<file path="src/core/hfq_cfg.svh">
// How it works
// - tx space event when empty count at/below threshold
// - tx space field counts empty transmit locations
// - live flag high while empty count at/below threshold
// - both reset bits together reset every register
// - status byte follows each frame's last byte
// - status byte: crc, abort, overrun, odd count
// - abort bit passed only as the engine reports
// - odd bit count flagged, no partial byte stored
// - last two bytes before end never stored
// - status byte write raises frame end event, overflow entry excepted
// - queue count includes status bytes
// - count stops at first status byte
// - no status byte: count is total, flag low
// - queue status read leaves fifos untouched
// - fill threshold crossing raises fill event
// - overflow overwrites last entry with status byte
// - overflow raises event, discards further data
// - overflow clears after status read and pop
// - check bytes never enter the receive fifo
`ifndef HFQ_CFG_SVH
`define HFQ_CFG_SVH
`define HFQ_FIFO_DEPTH 64
`define HFQ_ADR_TX_LVL 8'h00
`define HFQ_ADR_TX_SPACE 8'h04
`define HFQ_ADR_RX_QUEUE 8'h08
`define HFQ_ADR_RX_THR 8'h0c
`define HFQ_ADR_CTRL 8'h10
`define HFQ_ADR_IRQ_ST 8'h14
`define HFQ_ADR_IRQ_EN 8'h18
`define HFQ_ADR_TX_DATA 8'h1c
`define HFQ_ADR_RX_DATA 8'h20
`define HFQ_CTRL_TX_RST 5
`define HFQ_CTRL_RX_RST 4
`define HFQ_IRQ_OVR 5
`define HFQ_IRQ_REND 4
`define HFQ_IRQ_FILL 3
`define HFQ_IRQ_TXSP 1
`define HFQ_SF_BAD_CRC 7
`define HFQ_SF_ABORT 6
`define HFQ_SF_ODD 4
`define HFQ_SF_OVR_BYTE 8'h20
`define HFQ_LVL_RESET 6'h00
`define HFQ_THR_RESET 6'h00
`define HFQ_HOLD_BYTES 2
`endif

</file>
<file path="src/core/hfq_pkg.sv">
package hfq_pkg;
  // end-of-frame report from the receive engine
  typedef struct packed {
    logic bad_crc;
    logic abort;
    logic odd_bits;
  } hfq_rx_end_t;
  // event bits, used for status and enables
  typedef struct packed {
    logic ovr;
    logic rend;
    logic fill;
    logic txsp;
  } hfq_irq_t;
endpackage

</file>
<file path="src/core/hfq_byte_fifo.sv">
`timescale 1ns/1ps
module hfq_byte_fifo #(
  parameter int W = 8,
  parameter int DEPTH = 64
) (
  // clock and clear
  input wire logic clk_i,
  input wire logic clear_i,
  // write side
  input wire logic push_i,
  input wire logic [W-1:0] data_i,
  // read side
  input wire logic pop_i,
  output logic [W-1:0] head_o,
  output logic [$clog2(DEPTH):0] count_o
);
  localparam int AW = $clog2(DEPTH);
  localparam int CW = AW + 1;
  logic [W-1:0] mem [DEPTH];
  logic [AW-1:0] wr_q, wr_d, rd_q, rd_d;
  logic [CW-1:0] cnt_q, cnt_d;

  ////////////////////////////////////////////////////////////////////////////
  // pointer and count update; caller never overfills or overdrains
  always_comb begin
    wr_d = wr_q;
    rd_d = rd_q;
    cnt_d = cnt_q;
    if (clear_i) begin
      wr_d = '0;
      rd_d = '0;
      cnt_d = '0;
    end else begin
      if (push_i) begin
        wr_d = wr_q + 1'b1;
      end
      if (pop_i) begin
        rd_d = rd_q + 1'b1;
      end
      cnt_d = cnt_q + CW'(push_i) - CW'(pop_i);
    end
  end

  // registers and storage
  always_ff @(posedge clk_i) begin
    wr_q <= wr_d;
    rd_q <= rd_d;
    cnt_q <= cnt_d;
    if (push_i && !clear_i) begin
      mem[wr_q] <= data_i;
    end
  end

  assign head_o = mem[rd_q];
  assign count_o = cnt_q;
endmodule // hfq_byte_fifo

</file>
<file path="src/core/hfq_queue_status.sv">
`timescale 1ns/1ps
`include "hfq_cfg.svh"
module hfq_queue_status import hfq_pkg::*; #(
  parameter int DEPTH = `HFQ_FIFO_DEPTH
) (
  // clock and reset
  input wire logic clk_i,
  input wire logic rst_i,
  // wishbone slave
  input wire logic wb_cyc_i,
  input wire logic wb_stb_i,
  input wire logic wb_we_i,
  input wire logic [7:0] wb_adr_i,
  input wire logic [3:0] wb_sel_i,
  input wire logic [31:0] wb_dat_i,
  output logic [31:0] wb_dat_o,
  output logic wb_ack_o,
  // transmit engine side
  output logic tx_valid_o,
  output logic [7:0] tx_data_o,
  input wire logic tx_take_i,
  // receive engine side
  input wire logic rx_byte_valid_i,
  input wire logic [7:0] rx_byte_i,
  input wire logic rx_end_i,
  input wire hfq_rx_end_t rx_end_flags_i,
  // event output
  output logic irq_o
);
  localparam int AW = $clog2(DEPTH);
  localparam int CW = AW + 1;

  ////////////////////////////////////////////////////////////////////////////
  // bus decode
  logic req, acc_wr, acc_rd, ack_q, ack_d;
  logic [31:0] dat_q, dat_d;
  logic [7:0] adr_w;
  logic wr_ctrl, chip_rst, reg_rst, tx_clr, rx_clr, st_rd, tx_push, rx_pop;
  logic pop_ok_q, pop_ok_d;
  assign req = wb_cyc_i & wb_stb_i;
  assign adr_w = {wb_adr_i[7:2], 2'b00};
  assign acc_wr = req & ack_q & wb_we_i & wb_sel_i[0];
  assign acc_rd = req & ack_q & ~wb_we_i;
  assign wr_ctrl = acc_wr && (adr_w == `HFQ_ADR_CTRL);
  assign chip_rst = wr_ctrl & wb_dat_i[`HFQ_CTRL_TX_RST] & wb_dat_i[`HFQ_CTRL_RX_RST];
  assign reg_rst = rst_i | chip_rst;
  assign tx_clr = rst_i | (wr_ctrl & wb_dat_i[`HFQ_CTRL_TX_RST]);
  assign rx_clr = rst_i | (wr_ctrl & wb_dat_i[`HFQ_CTRL_RX_RST]);
  assign st_rd = acc_rd && (adr_w == `HFQ_ADR_IRQ_ST);

  ////////////////////////////////////////////////////////////////////////////
  // transmit queue and output stage
  logic [CW-1:0] tx_cnt, space;
  logic [7:0] tx_head, txd_q, txd_d;
  logic txv_q, txv_d, tx_pop, tx_live;
  logic [5:0] lvl_q, lvl_d, thr_q, thr_d;

  hfq_byte_fifo #(
    .W(8),
    .DEPTH(DEPTH)
  ) u_tx_fifo (
    .clk_i(clk_i),
    .clear_i(tx_clr),
    .push_i(tx_push),
    .data_i(wb_dat_i[7:0]),
    .pop_i(tx_pop),
    .head_o(tx_head),
    .count_o(tx_cnt)
  );

  // empty locations include the output stage
  assign space = CW'(DEPTH) - tx_cnt - CW'(txv_q);
  assign tx_live = space <= CW'(lvl_q);
  assign tx_push = acc_wr && (adr_w == `HFQ_ADR_TX_DATA) && (space != '0);
  assign tx_pop = (tx_cnt != '0) && (!txv_q || tx_take_i) && !tx_clr;

  // output stage next state
  always_comb begin
    txv_d = txv_q;
    txd_d = txd_q;
    if (tx_clr) begin
      txv_d = 1'b0;
      txd_d = 8'h00;
    end else if (tx_pop) begin
      txv_d = 1'b1;
      txd_d = tx_head;
    end else if (tx_take_i) begin
      txv_d = 1'b0;
    end
  end

  ////////////////////////////////////////////////////////////////////////////
  // receive queue with hold-back and status tags
  logic [7:0] mem [DEPTH];
  logic [DEPTH-1:0] tag_q, tag_d;
  logic [AW-1:0] wr_q, wr_d, rd_q, rd_d, m_wa;
  logic [CW-1:0] cnt_q, cnt_d;
  logic [1:0][7:0] h_q, h_d;
  logic [1:0] hcnt_q, hcnt_d;
  logic ovr_q, ovr_d, sst_q, sst_d, srd_q, srd_d;
  logic m_we, push, p_tag, ovw, sf_push;
  logic [7:0] m_wd, p_byte, sf;

  assign rx_pop = acc_rd && (adr_w == `HFQ_ADR_RX_DATA) && pop_ok_q; // only a byte handed out

  // status byte from the engine's report
  always_comb begin
    sf = 8'h00;
    sf[`HFQ_SF_BAD_CRC] = rx_end_flags_i.bad_crc;
    sf[`HFQ_SF_ABORT] = rx_end_flags_i.abort;
    sf[`HFQ_SF_ODD] = rx_end_flags_i.odd_bits;
  end

  // queue next state
  always_comb begin
    h_d = h_q;
    hcnt_d = hcnt_q;
    wr_d = wr_q;
    rd_d = rd_q;
    cnt_d = cnt_q;
    tag_d = tag_q;
    ovr_d = ovr_q;
    sst_d = sst_q;
    srd_d = srd_q;
    m_we = 1'b0;
    m_wa = wr_q;
    m_wd = 8'h00;
    push = 1'b0;
    p_byte = 8'h00;
    p_tag = 1'b0;
    ovw = 1'b0;
    sf_push = 1'b0;
    if (rx_pop) begin
      tag_d[rd_q] = 1'b0;
      rd_d = rd_q + 1'b1;
      cnt_d = cnt_q - 1'b1;
    end
    if (rx_end_i && !ovr_q) begin
      push = 1'b1;
      p_byte = sf;
      p_tag = 1'b1;
      hcnt_d = 2'd0;
    end else if (rx_byte_valid_i && !ovr_q) begin
      h_d[0] = rx_byte_i;
      h_d[1] = h_q[0];
      if (hcnt_q == 2'(`HFQ_HOLD_BYTES)) begin
        push = 1'b1;
        p_byte = h_q[1];
      end else begin
        hcnt_d = hcnt_q + 2'd1;
      end
    end
    if (push) begin
      m_we = 1'b1;
      if ((cnt_q == CW'(DEPTH)) && !rx_pop) begin
        ovw = 1'b1;
        m_wa = wr_q - 1'b1;
        m_wd = `HFQ_SF_OVR_BYTE;
        tag_d[m_wa] = 1'b1;
        ovr_d = 1'b1;
        sst_d = 1'b0;
        srd_d = 1'b0;
        hcnt_d = 2'd0;
      end else begin
        m_wd = p_byte;
        tag_d[wr_q] = p_tag;
        wr_d = wr_q + 1'b1;
        cnt_d = cnt_d + 1'b1;
        sf_push = p_tag;
      end
    end
    if (ovr_q) begin
      sst_d = sst_q | st_rd;
      srd_d = srd_q | rx_pop;
      if ((sst_q | st_rd) && (srd_q | rx_pop)) begin
        ovr_d = 1'b0;
        sst_d = 1'b0;
        srd_d = 1'b0;
      end
    end
    if (rx_clr) begin
      wr_d = '0;
      rd_d = '0;
      cnt_d = '0;
      tag_d = '0;
      hcnt_d = 2'd0;
      ovr_d = 1'b0;
      sst_d = 1'b0;
      srd_d = 1'b0;
      m_we = 1'b0;
      sf_push = 1'b0;
      ovw = 1'b0;
    end
  end

  // distance to the first status byte; the flag freezes the count
  logic [CW-1:0] rx_queue_count;
  logic eof;
  always_comb begin
    logic [AW-1:0] idx;
    logic found;
    idx = rd_q;
    found = 1'b0;
    rx_queue_count = cnt_q;
    for (int i = 0; i < DEPTH; i++) begin
      idx = rd_q + AW'(i);
      if (!found && (i < int'(cnt_q)) && tag_q[idx]) begin
        found = 1'b1;
        rx_queue_count = CW'(i + 1);
      end
    end
    eof = found;
  end

  ////////////////////////////////////////////////////////////////////////////
  // control registers and events
  hfq_irq_t en_q, en_d, st_q, st_d, set;
  logic irq_q, irq_d, fill_set;
  logic [7:0] ist_rd, ien_rd;

  assign fill_set = (thr_q != 6'h00) && (cnt_d >= CW'(thr_q)) && (cnt_q < CW'(thr_q));

  // register image of status and enables
  always_comb begin
    ist_rd = 8'h00;
    ien_rd = 8'h00;
    ist_rd[`HFQ_IRQ_OVR] = st_q.ovr;
    ist_rd[`HFQ_IRQ_REND] = st_q.rend;
    ist_rd[`HFQ_IRQ_FILL] = st_q.fill;
    ist_rd[`HFQ_IRQ_TXSP] = st_q.txsp;
    ien_rd[`HFQ_IRQ_OVR] = en_q.ovr;
    ien_rd[`HFQ_IRQ_REND] = en_q.rend;
    ien_rd[`HFQ_IRQ_FILL] = en_q.fill;
    ien_rd[`HFQ_IRQ_TXSP] = en_q.txsp;
  end

  // settings, sticky status (set beats read-clear) and event pin
  always_comb begin
    lvl_d = lvl_q;
    thr_d = thr_q;
    en_d = en_q;
    set.ovr = ovw;
    set.rend = sf_push;
    set.fill = fill_set & ~rx_clr;
    set.txsp = tx_live;
    st_d = hfq_irq_t'((st_rd ? 4'h0 : st_q) | set);
    if (acc_wr) begin
      case (adr_w)
        `HFQ_ADR_TX_LVL: lvl_d = wb_dat_i[5:0];
        `HFQ_ADR_RX_THR: thr_d = wb_dat_i[5:0];
        `HFQ_ADR_IRQ_EN: begin
          en_d.ovr = wb_dat_i[`HFQ_IRQ_OVR];
          en_d.rend = wb_dat_i[`HFQ_IRQ_REND];
          en_d.fill = wb_dat_i[`HFQ_IRQ_FILL];
          en_d.txsp = wb_dat_i[`HFQ_IRQ_TXSP];
        end
        default: ;
      endcase
    end
    if (reg_rst) begin
      lvl_d = `HFQ_LVL_RESET;
      thr_d = `HFQ_THR_RESET;
      en_d = '0;
      st_d = '0;
    end
    irq_d = |(st_q & en_q) & ~reg_rst;
  end

  ////////////////////////////////////////////////////////////////////////////
  // bus answer: one wait state, data sampled as ack rises
  always_comb begin
    ack_d = req & ~ack_q & ~rst_i;
    pop_ok_d = req & ~ack_q & ~rst_i & (adr_w == `HFQ_ADR_RX_DATA) & (cnt_q != '0);
    dat_d = dat_q;
    if (rst_i) begin
      dat_d = 32'h0000_0000;
    end else if (req & ~ack_q) begin
      case (adr_w)
        `HFQ_ADR_TX_LVL: dat_d = 32'({2'b00, lvl_q});
        `HFQ_ADR_TX_SPACE: dat_d = 32'({tx_live, space});
        `HFQ_ADR_RX_QUEUE: dat_d = 32'({eof, rx_queue_count});
        `HFQ_ADR_RX_THR: dat_d = 32'({2'b00, thr_q});
        `HFQ_ADR_IRQ_ST: dat_d = 32'(ist_rd);
        `HFQ_ADR_IRQ_EN: dat_d = 32'(ien_rd);
        `HFQ_ADR_RX_DATA: dat_d = (cnt_q != '0) ? 32'(mem[rd_q]) : 32'h0000_0000;
        default: dat_d = 32'h0000_0000;
      endcase
    end
  end

  ////////////////////////////////////////////////////////////////////////////
  // all state registers
  always_ff @(posedge clk_i) begin
    ack_q <= ack_d;
    dat_q <= dat_d;
    pop_ok_q <= pop_ok_d;
    txv_q <= txv_d;
    txd_q <= txd_d;
    lvl_q <= lvl_d;
    thr_q <= thr_d;
    en_q <= en_d;
    st_q <= st_d;
    irq_q <= irq_d;
    h_q <= h_d;
    hcnt_q <= hcnt_d;
    wr_q <= wr_d;
    rd_q <= rd_d;
    cnt_q <= cnt_d;
    tag_q <= tag_d;
    ovr_q <= ovr_d;
    sst_q <= sst_d;
    srd_q <= srd_d;
    if (m_we) begin
      mem[m_wa] <= m_wd;
    end
  end

  assign wb_ack_o = ack_q;
  assign wb_dat_o = dat_q;
  assign tx_valid_o = txv_q;
  assign tx_data_o = txd_q;
  assign irq_o = irq_q;

  ////////////////////////////////////////////////////////////////////////////
  // checks
  a_tx_space_event: assert property (@(posedge clk_i) disable iff (rst_i)
    tx_live && !chip_rst |=> st_q.txsp) else $error("tx space event missed");
  a_tx_space_count: assert property (@(posedge clk_i) disable iff (rst_i)
    tx_push && !tx_pop && !tx_clr && !txv_q |=> space == $past(space) - 1'b1)
    else $error("tx space count wrong");
  a_chip_reset: assert property (@(posedge clk_i) disable iff (rst_i)
    chip_rst |=> lvl_q == 6'h00 && thr_q == 6'h00 && en_q == '0 && space == CW'(DEPTH))
    else $error("chip reset incomplete");
  a_crc_holdback: assert property (@(posedge clk_i) disable iff (rst_i)
    rx_end_i && !ovr_q && !rx_clr && !rx_pop && cnt_q < CW'(DEPTH)
    |=> cnt_q == $past(cnt_q) + 1'b1 && st_q.rend) else $error("end did not add one byte");
  a_no_sf_count: assert property (@(posedge clk_i) disable iff (rst_i)
    (tag_q == '0) |-> !eof && rx_queue_count == cnt_q) else $error("count without status wrong");
  a_status_read_quiet: assert property (@(posedge clk_i) disable iff (rst_i)
    acc_rd && adr_w == `HFQ_ADR_RX_QUEUE && !rx_clr |=> rd_q == $past(rd_q))
    else $error("status read moved fifo");
  a_overrun_entry: assert property (@(posedge clk_i) disable iff (rst_i)
    ovw |=> ovr_q && st_q.ovr && mem[wr_q - 1'b1] == `HFQ_SF_OVR_BYTE)
    else $error("overrun entry wrong");
  a_overrun_discard: assert property (@(posedge clk_i) disable iff (rst_i)
    ovr_q && !rx_clr |=> cnt_q <= $past(cnt_q)) else $error("data stored in overrun");
  a_overrun_clear: assert property (@(posedge clk_i) disable iff (rst_i)
    $fell(ovr_q) && !$past(rx_clr) |-> $past(sst_q | st_rd) && $past(srd_q | rx_pop))
    else $error("overrun cleared early");
  a_rx_reset_empty: assert property (@(posedge clk_i) disable iff (rst_i)
    rx_clr |=> cnt_q == '0 && !eof && !ovr_q) else $error("rx reset left data");
  a_irq_pin: assert property (@(posedge clk_i) disable iff (rst_i)
    (|(st_q & en_q)) && !reg_rst |=> irq_o) else $error("event pin not raised");
endmodule // hfq_queue_status

</file>
<file path="config.mk">
export PLATFORM = sky130hd
export DESIGN_NAME = hfq_queue_status
export DESIGN_NICKNAME = d
export VERILOG_FILES = /design/src/core/hfq_pkg.sv /design/src/core/hfq_byte_fifo.sv /design/src/core/hfq_queue_status.sv
export VERILOG_INCLUDE_DIRS = /design/src /design/src/core
export SDC_FILE = /design/constraint.sdc
export NUM_CORES = 2
export LEC_CHECK = 0
export ABC_AREA = 1
export BUFFER_PORTS_ARGS = -buffer_cell sky130_fd_sc_hd__buf_2
export CAP_MARGIN = 40
export CORE_MARGIN = 2
export CORE_UTILIZATION = 35
export CTS_CLUSTER_DIAMETER = 40
export DETAILED_ROUTE_END_ITERATION = 10
export PLACE_DENSITY = 0.57
export SYNTH_ARGS = -nofsm -noshare
export SYNTH_HDL_FRONTEND = slang
export SYNTH_SLANG_ARGS = --single-unit
</file>
<file path="constraint.sdc">
create_clock -name clk_i -period 5.7 [get_ports clk_i]
set_input_delay 1.14 -clock clk_i [delete_from_list [all_inputs] [get_ports clk_i]]
set_output_delay 1.14 -clock clk_i [all_outputs]
set_load 0.02 [all_outputs]
</file>
==> results.md <==
Status:
- The flow ran to the end, but the final reports show violations.
- The checks that failed: negative setup slack.

Clocking:
- In this run the number of H-tree levels came out at 4.
- The maximum buffer depth of the clock tree is 3.
- Clock-pin slew was measured on the worst setup and hold paths at roughly 0.050 ns.
- Counting the buffers created by CTS gives between 150 and 200.
- The number of buffers added to fix hold violations after cts is 0.
- TritonCTS built the clock tree.
- The clock reaches the later pin of the worst-skew pair after between 0.8 and 0.9 ns.
- The tree is rooted in a clkbuf_16.
- The TritonCTS sink count is between 1,000 and 1,500.

Synthesis:
- The share of synthesized area in the top cell type comes to 0.541.
- The number of register bits inferred by synthesis is between 1,000 and 1,500.
- Dividing the synthesized area by the synthesized cell count gives 9.74 sq um.
- The commonest register cell after synthesis is edfxtp_1.
- Synthesis produced slightly below 6,000 cells.
- In the post-synthesis netlist, the biggest area contributors are edfxtp_1 54%, nor2_1 6.2%, o21ai_0 6.0%.
- In this run, synthesis inferred roughly 1,000 flip-flops with an integrated enable.
- Summing every instance area after synthesis gives 57,700 sq um.
- Of all flip-flops after synthesis, the portion carrying an async set or reset was 0.
- Yosys printed 0 warnings.
- The synthesized netlist contains 73 unique library cells.
- For this run, the register share of the synthesized area comes to 0.594.
- The cell type with the largest total area after synthesis is edfxtp_1.

STA:
- The fmax is between 150 and 200 MHz.
- Across all setup checks in the final design, the least slack found is -0.751 ns.
- The number of max-slew violations in the final report came to 0.
- The transition time of the tightest slew-check pin is between 1 and 1.5 ns.
- The accumulated negative setup slack is -5.16 ns.
- The time the worst path needs with I/O delays and setup is 6.45 ns.
- Setup repair after global routing could not meet its margin everywhere.
- Of the available clock period, the critical path in the final layout requires 1.13.
- In this run the tightest slew margin relative to its limit is 0.148.
- The count of final setup violators is 8.
- The number of endpoints with negative hold slack in the final report is 0.
- On the final layout, the worst clock skew is 0.0746 ns.

Drt:
- The routed design has 200,000 um of wire.
- The routed wire length per instance is around 22 um.
- The DRC violation count after routing is 0.
- The number of antenna-violating nets in the routed design is 0.
- Using the TritonRoute via totals, the vias-per-cell ratio works out to 5.47.
- The final route contains between 40,000 and 50,000 vias.
- For this run, the detailed router's first-pass iteration total came to 6.
- The DRC marker count from the first detailed-route iteration is between 5,000 and 6,000.

Setup path:
- The largest single stage delay on the critical path is around 0.54 ns.
- The maximum fanout encountered on the critical timing path is 8.
- The family with the most delay on the worst path is buffers and inverters.
- The critical path contains buffers and inverters numbering 28 combined.
- The critical path's slowest cell is nor4_1.
- The startpoint of the lowest-slack register-to-register path is rd_q[0]$_SDFFE_PP0P_.
- For the worst setup path, the data required time is around 6.4 ns.
- The cell that appears most often on the critical path is buf_4.
- The startpoint type of the worst setup path is a flop.
- STA classifies the critical path endpoint as a flop.
- The critical path start-end classification is reg2reg.
- The arrival time at the worst endpoint is roughly 7.1 ns.
- The worst setup path startpoint is rd_q[0]$_SDFFE_PP0P_.

Placed design:
- Detailed placement finished with a half-perimeter wire length of approximately 130,000 um.
- At the end of routability-driven placement, the weighted congestion stood at 0.971.
- The total of buffers placed on input and output ports is 52.

Layout:
- The number of filler cells placed in the layout is 15,500.
- Relative to the synthesized area, the layout overhead comes to 25.6%.
- In the final layout, the share of cells above drive strength 1 is 0.199.
- The multi-input combinational cells in the finished layout cover a total of between 20,000 and 25,000 sq um.
- Once layout is complete, the utilization of the core stands at 0.441.
- The area of all sequential standard cells is 34,300 sq um.
- In the final design database the tool counted between 6,000 and 7,000 nets.

Min path:
- The launch point of the worst hold path is h_q[1]$_DFFE_PP_.
- The worst min-delay path category is reg2reg.

GRT:
- The via count of the first global-routing pass is about 46,000.
- The global-route wire length before repair is 294,000 um.
- The largest net degree at the start of global routing is between 200 and 250.
- After global routing the overflow that remains totals 0.
- The initial antenna violation count came to 4.
- For this run, the total global-route usage over all layers was measured as 0.231.

Floorplanning:
- The die covers approximately 170,000 sq um.
- approximately 110 I/O pins were placed.
- The die is between 400 and 500 um wide.
- The floorplan has 149 rows.
- The floorplan core area is 164,000 sq um.
- The initial utilization of the core area, before any placement, comes to 0.351.
- The height of the chip is roughly 410 um.

Pwr:
- The leakage component of the power is 0.0269 uW.
- The maximum resistive drop on vdd is 0.337 mV.
- The total power density per cell area is approximately 320 nW/um^2.
- The total power is around 23,000 uW.

Flow run:
- The reported max-cap violation count is 0.
-- logic make-up (layout without fill, tap and decap cells) --
| group | after synthesis | count (layout) | synth area share |
|---|---|---|---|
| AO/OA/AOI/OAI | 1349 | 1349 | 0.141 |
| XOR/XNOR | 56 | 56 | 0.0100 |
| adder cells (fa/ha/maj) | 66 | 66 | 0.0144 |
| buffers and inverters | 759 | 1500 | 0.0532 |
| flip-flops | 1193 | 1193 | 0.594 |
| other | 1 | 28 | 0.0000650 |
| AND/OR/NAND/NOR | 2502 | 2502 | 0.187 |
-- stage by stage --
stage / hold slack, ns / worst slack, ns / instance area, sq um / std cells
floorplan: 0.400 / -0.0161 / 58200 / 5949
global placement: 0.401 / -0.883 / 64600 / 8464
detailed placement: 0.405 / -0.938 / 64800 / 8475
CTS: 0.417 / -0.622 / 72100 / 8866
global route: 0.420 / -1.17 / 72500 / 8879
finish: 0.416 / -0.751 / 72500 / 8883
-- cell type report --
cell class / count / share of cell area
repair buffers: 740 / 0.0815
clock inverters: 131 / 0.0228
diodes: 4 / 0.000138
well taps: 2189 / 0.0378
multi-input cells: 3997 / 0.297
repair inverters: 1 / 0.000121
clock buffers: 201 / 0.0637
inverters: 427 / 0.0231
flip-flops and latches: 1193 / 0.474
-- Yosys cell counts, drive strengths merged, types with 4 or more instances --
master,count
a21oi,126
a22oi,24
a31oi,64
a32o,14
buf,81
clkbuf,251
clkinv,10
dfxtp,153
edfxtp,1040
ha,65
inv,416
nand2,770
nand3,588
nand3b,7
nand4,78
nor2,975
nor3,59
nor4,6
o2111ai,4
o211ai,63
o21a,10
o21ai,710
o221ai,180
o22ai,120
o311ai,4
o31ai,7
or2,12
xnor2,5
xor2,51
-- worst paths after layout --
path                              endpoint  slack (ns)  cells after the start
hold / removal            h_q[9]$_DFFE_PP_        0.42                      0
setup / recovery  wb_dat_o[5]$_SDFFE_PP0P_       -0.75                     50
setup reg to reg  wb_dat_o[5]$_SDFFE_PP0P_       -0.75                     50
hold reg to reg           h_q[9]$_DFFE_PP_        0.42                      0
-- cells in the final DEF (no fill, tap or decap), types with 17 or more instances in the layout --
master / count
nor2_4: 22
clkinvlp_4: 18
dfxtp_1: 144
buf_12: 25
o211ai_1: 62
nand3_2: 95
buf_2: 53
a21oi_1: 119
clkbuf_16: 180
nand3_4: 19
ha_1: 59
nor2_2: 19
o22ai_1: 119
o21ai_0: 693
nand2_2: 24
clkbuf_1: 18
clkinv_1: 26
nand3_1: 474
clkinv_2: 20
edfxtp_1: 1040
a31oi_1: 63
nand2_1: 737
o221ai_1: 180
inv_2: 17
nor3_1: 56
a22oi_1: 24
xor2_1: 44
conb_1: 24
inv_6: 29
nand4_1: 64
nor2_1: 934
inv_1: 386
bufinv_16: 18
buf_4: 644
-- registers in the layout, indices dropped and copies added (netlist names), 6 cells and up, named ones only --
name,count
mem,512
wr_q,6
thr_q,6
u_tx_fifo.count_o,7
u_tx_fifo.mem,512
u_tx_fifo.rd_q,6
tag_q,64
lvl_q,6
wb_dat_o,8
cnt_q,7
tx_data_o,8
h_q,16
rd_q,6
u_tx_fifo.wr_q,6
-- layer usage --
metal	global-route usage	up-vias	share of wire
met5	0	-	0
met1	0.322	23700	0.43
met3	0.0407	331	0.078
met4	0.0896	0	0.039
met2	0.359	2055	0.45
li1	-	22500	-
-- where the power goes --
group	switching [uW]	leakage, uW	total [uW]	internal (uW)
registers	130	0.0108	9660	9530
clock network	4390	0.00299	11200	6820
logic	1630	0.0132	2400	771
-- timing repair --
action                                  4_1_cts  5_1_grt
gates cloned                                  2        0
pin swaps                                    33       31
resized for setup                           124       59
buffers inserted                             60       12
endpoints found under the setup margin        8        8
endpoints found under the hold margin         0        0
Power figures use the tool's default switching activity.
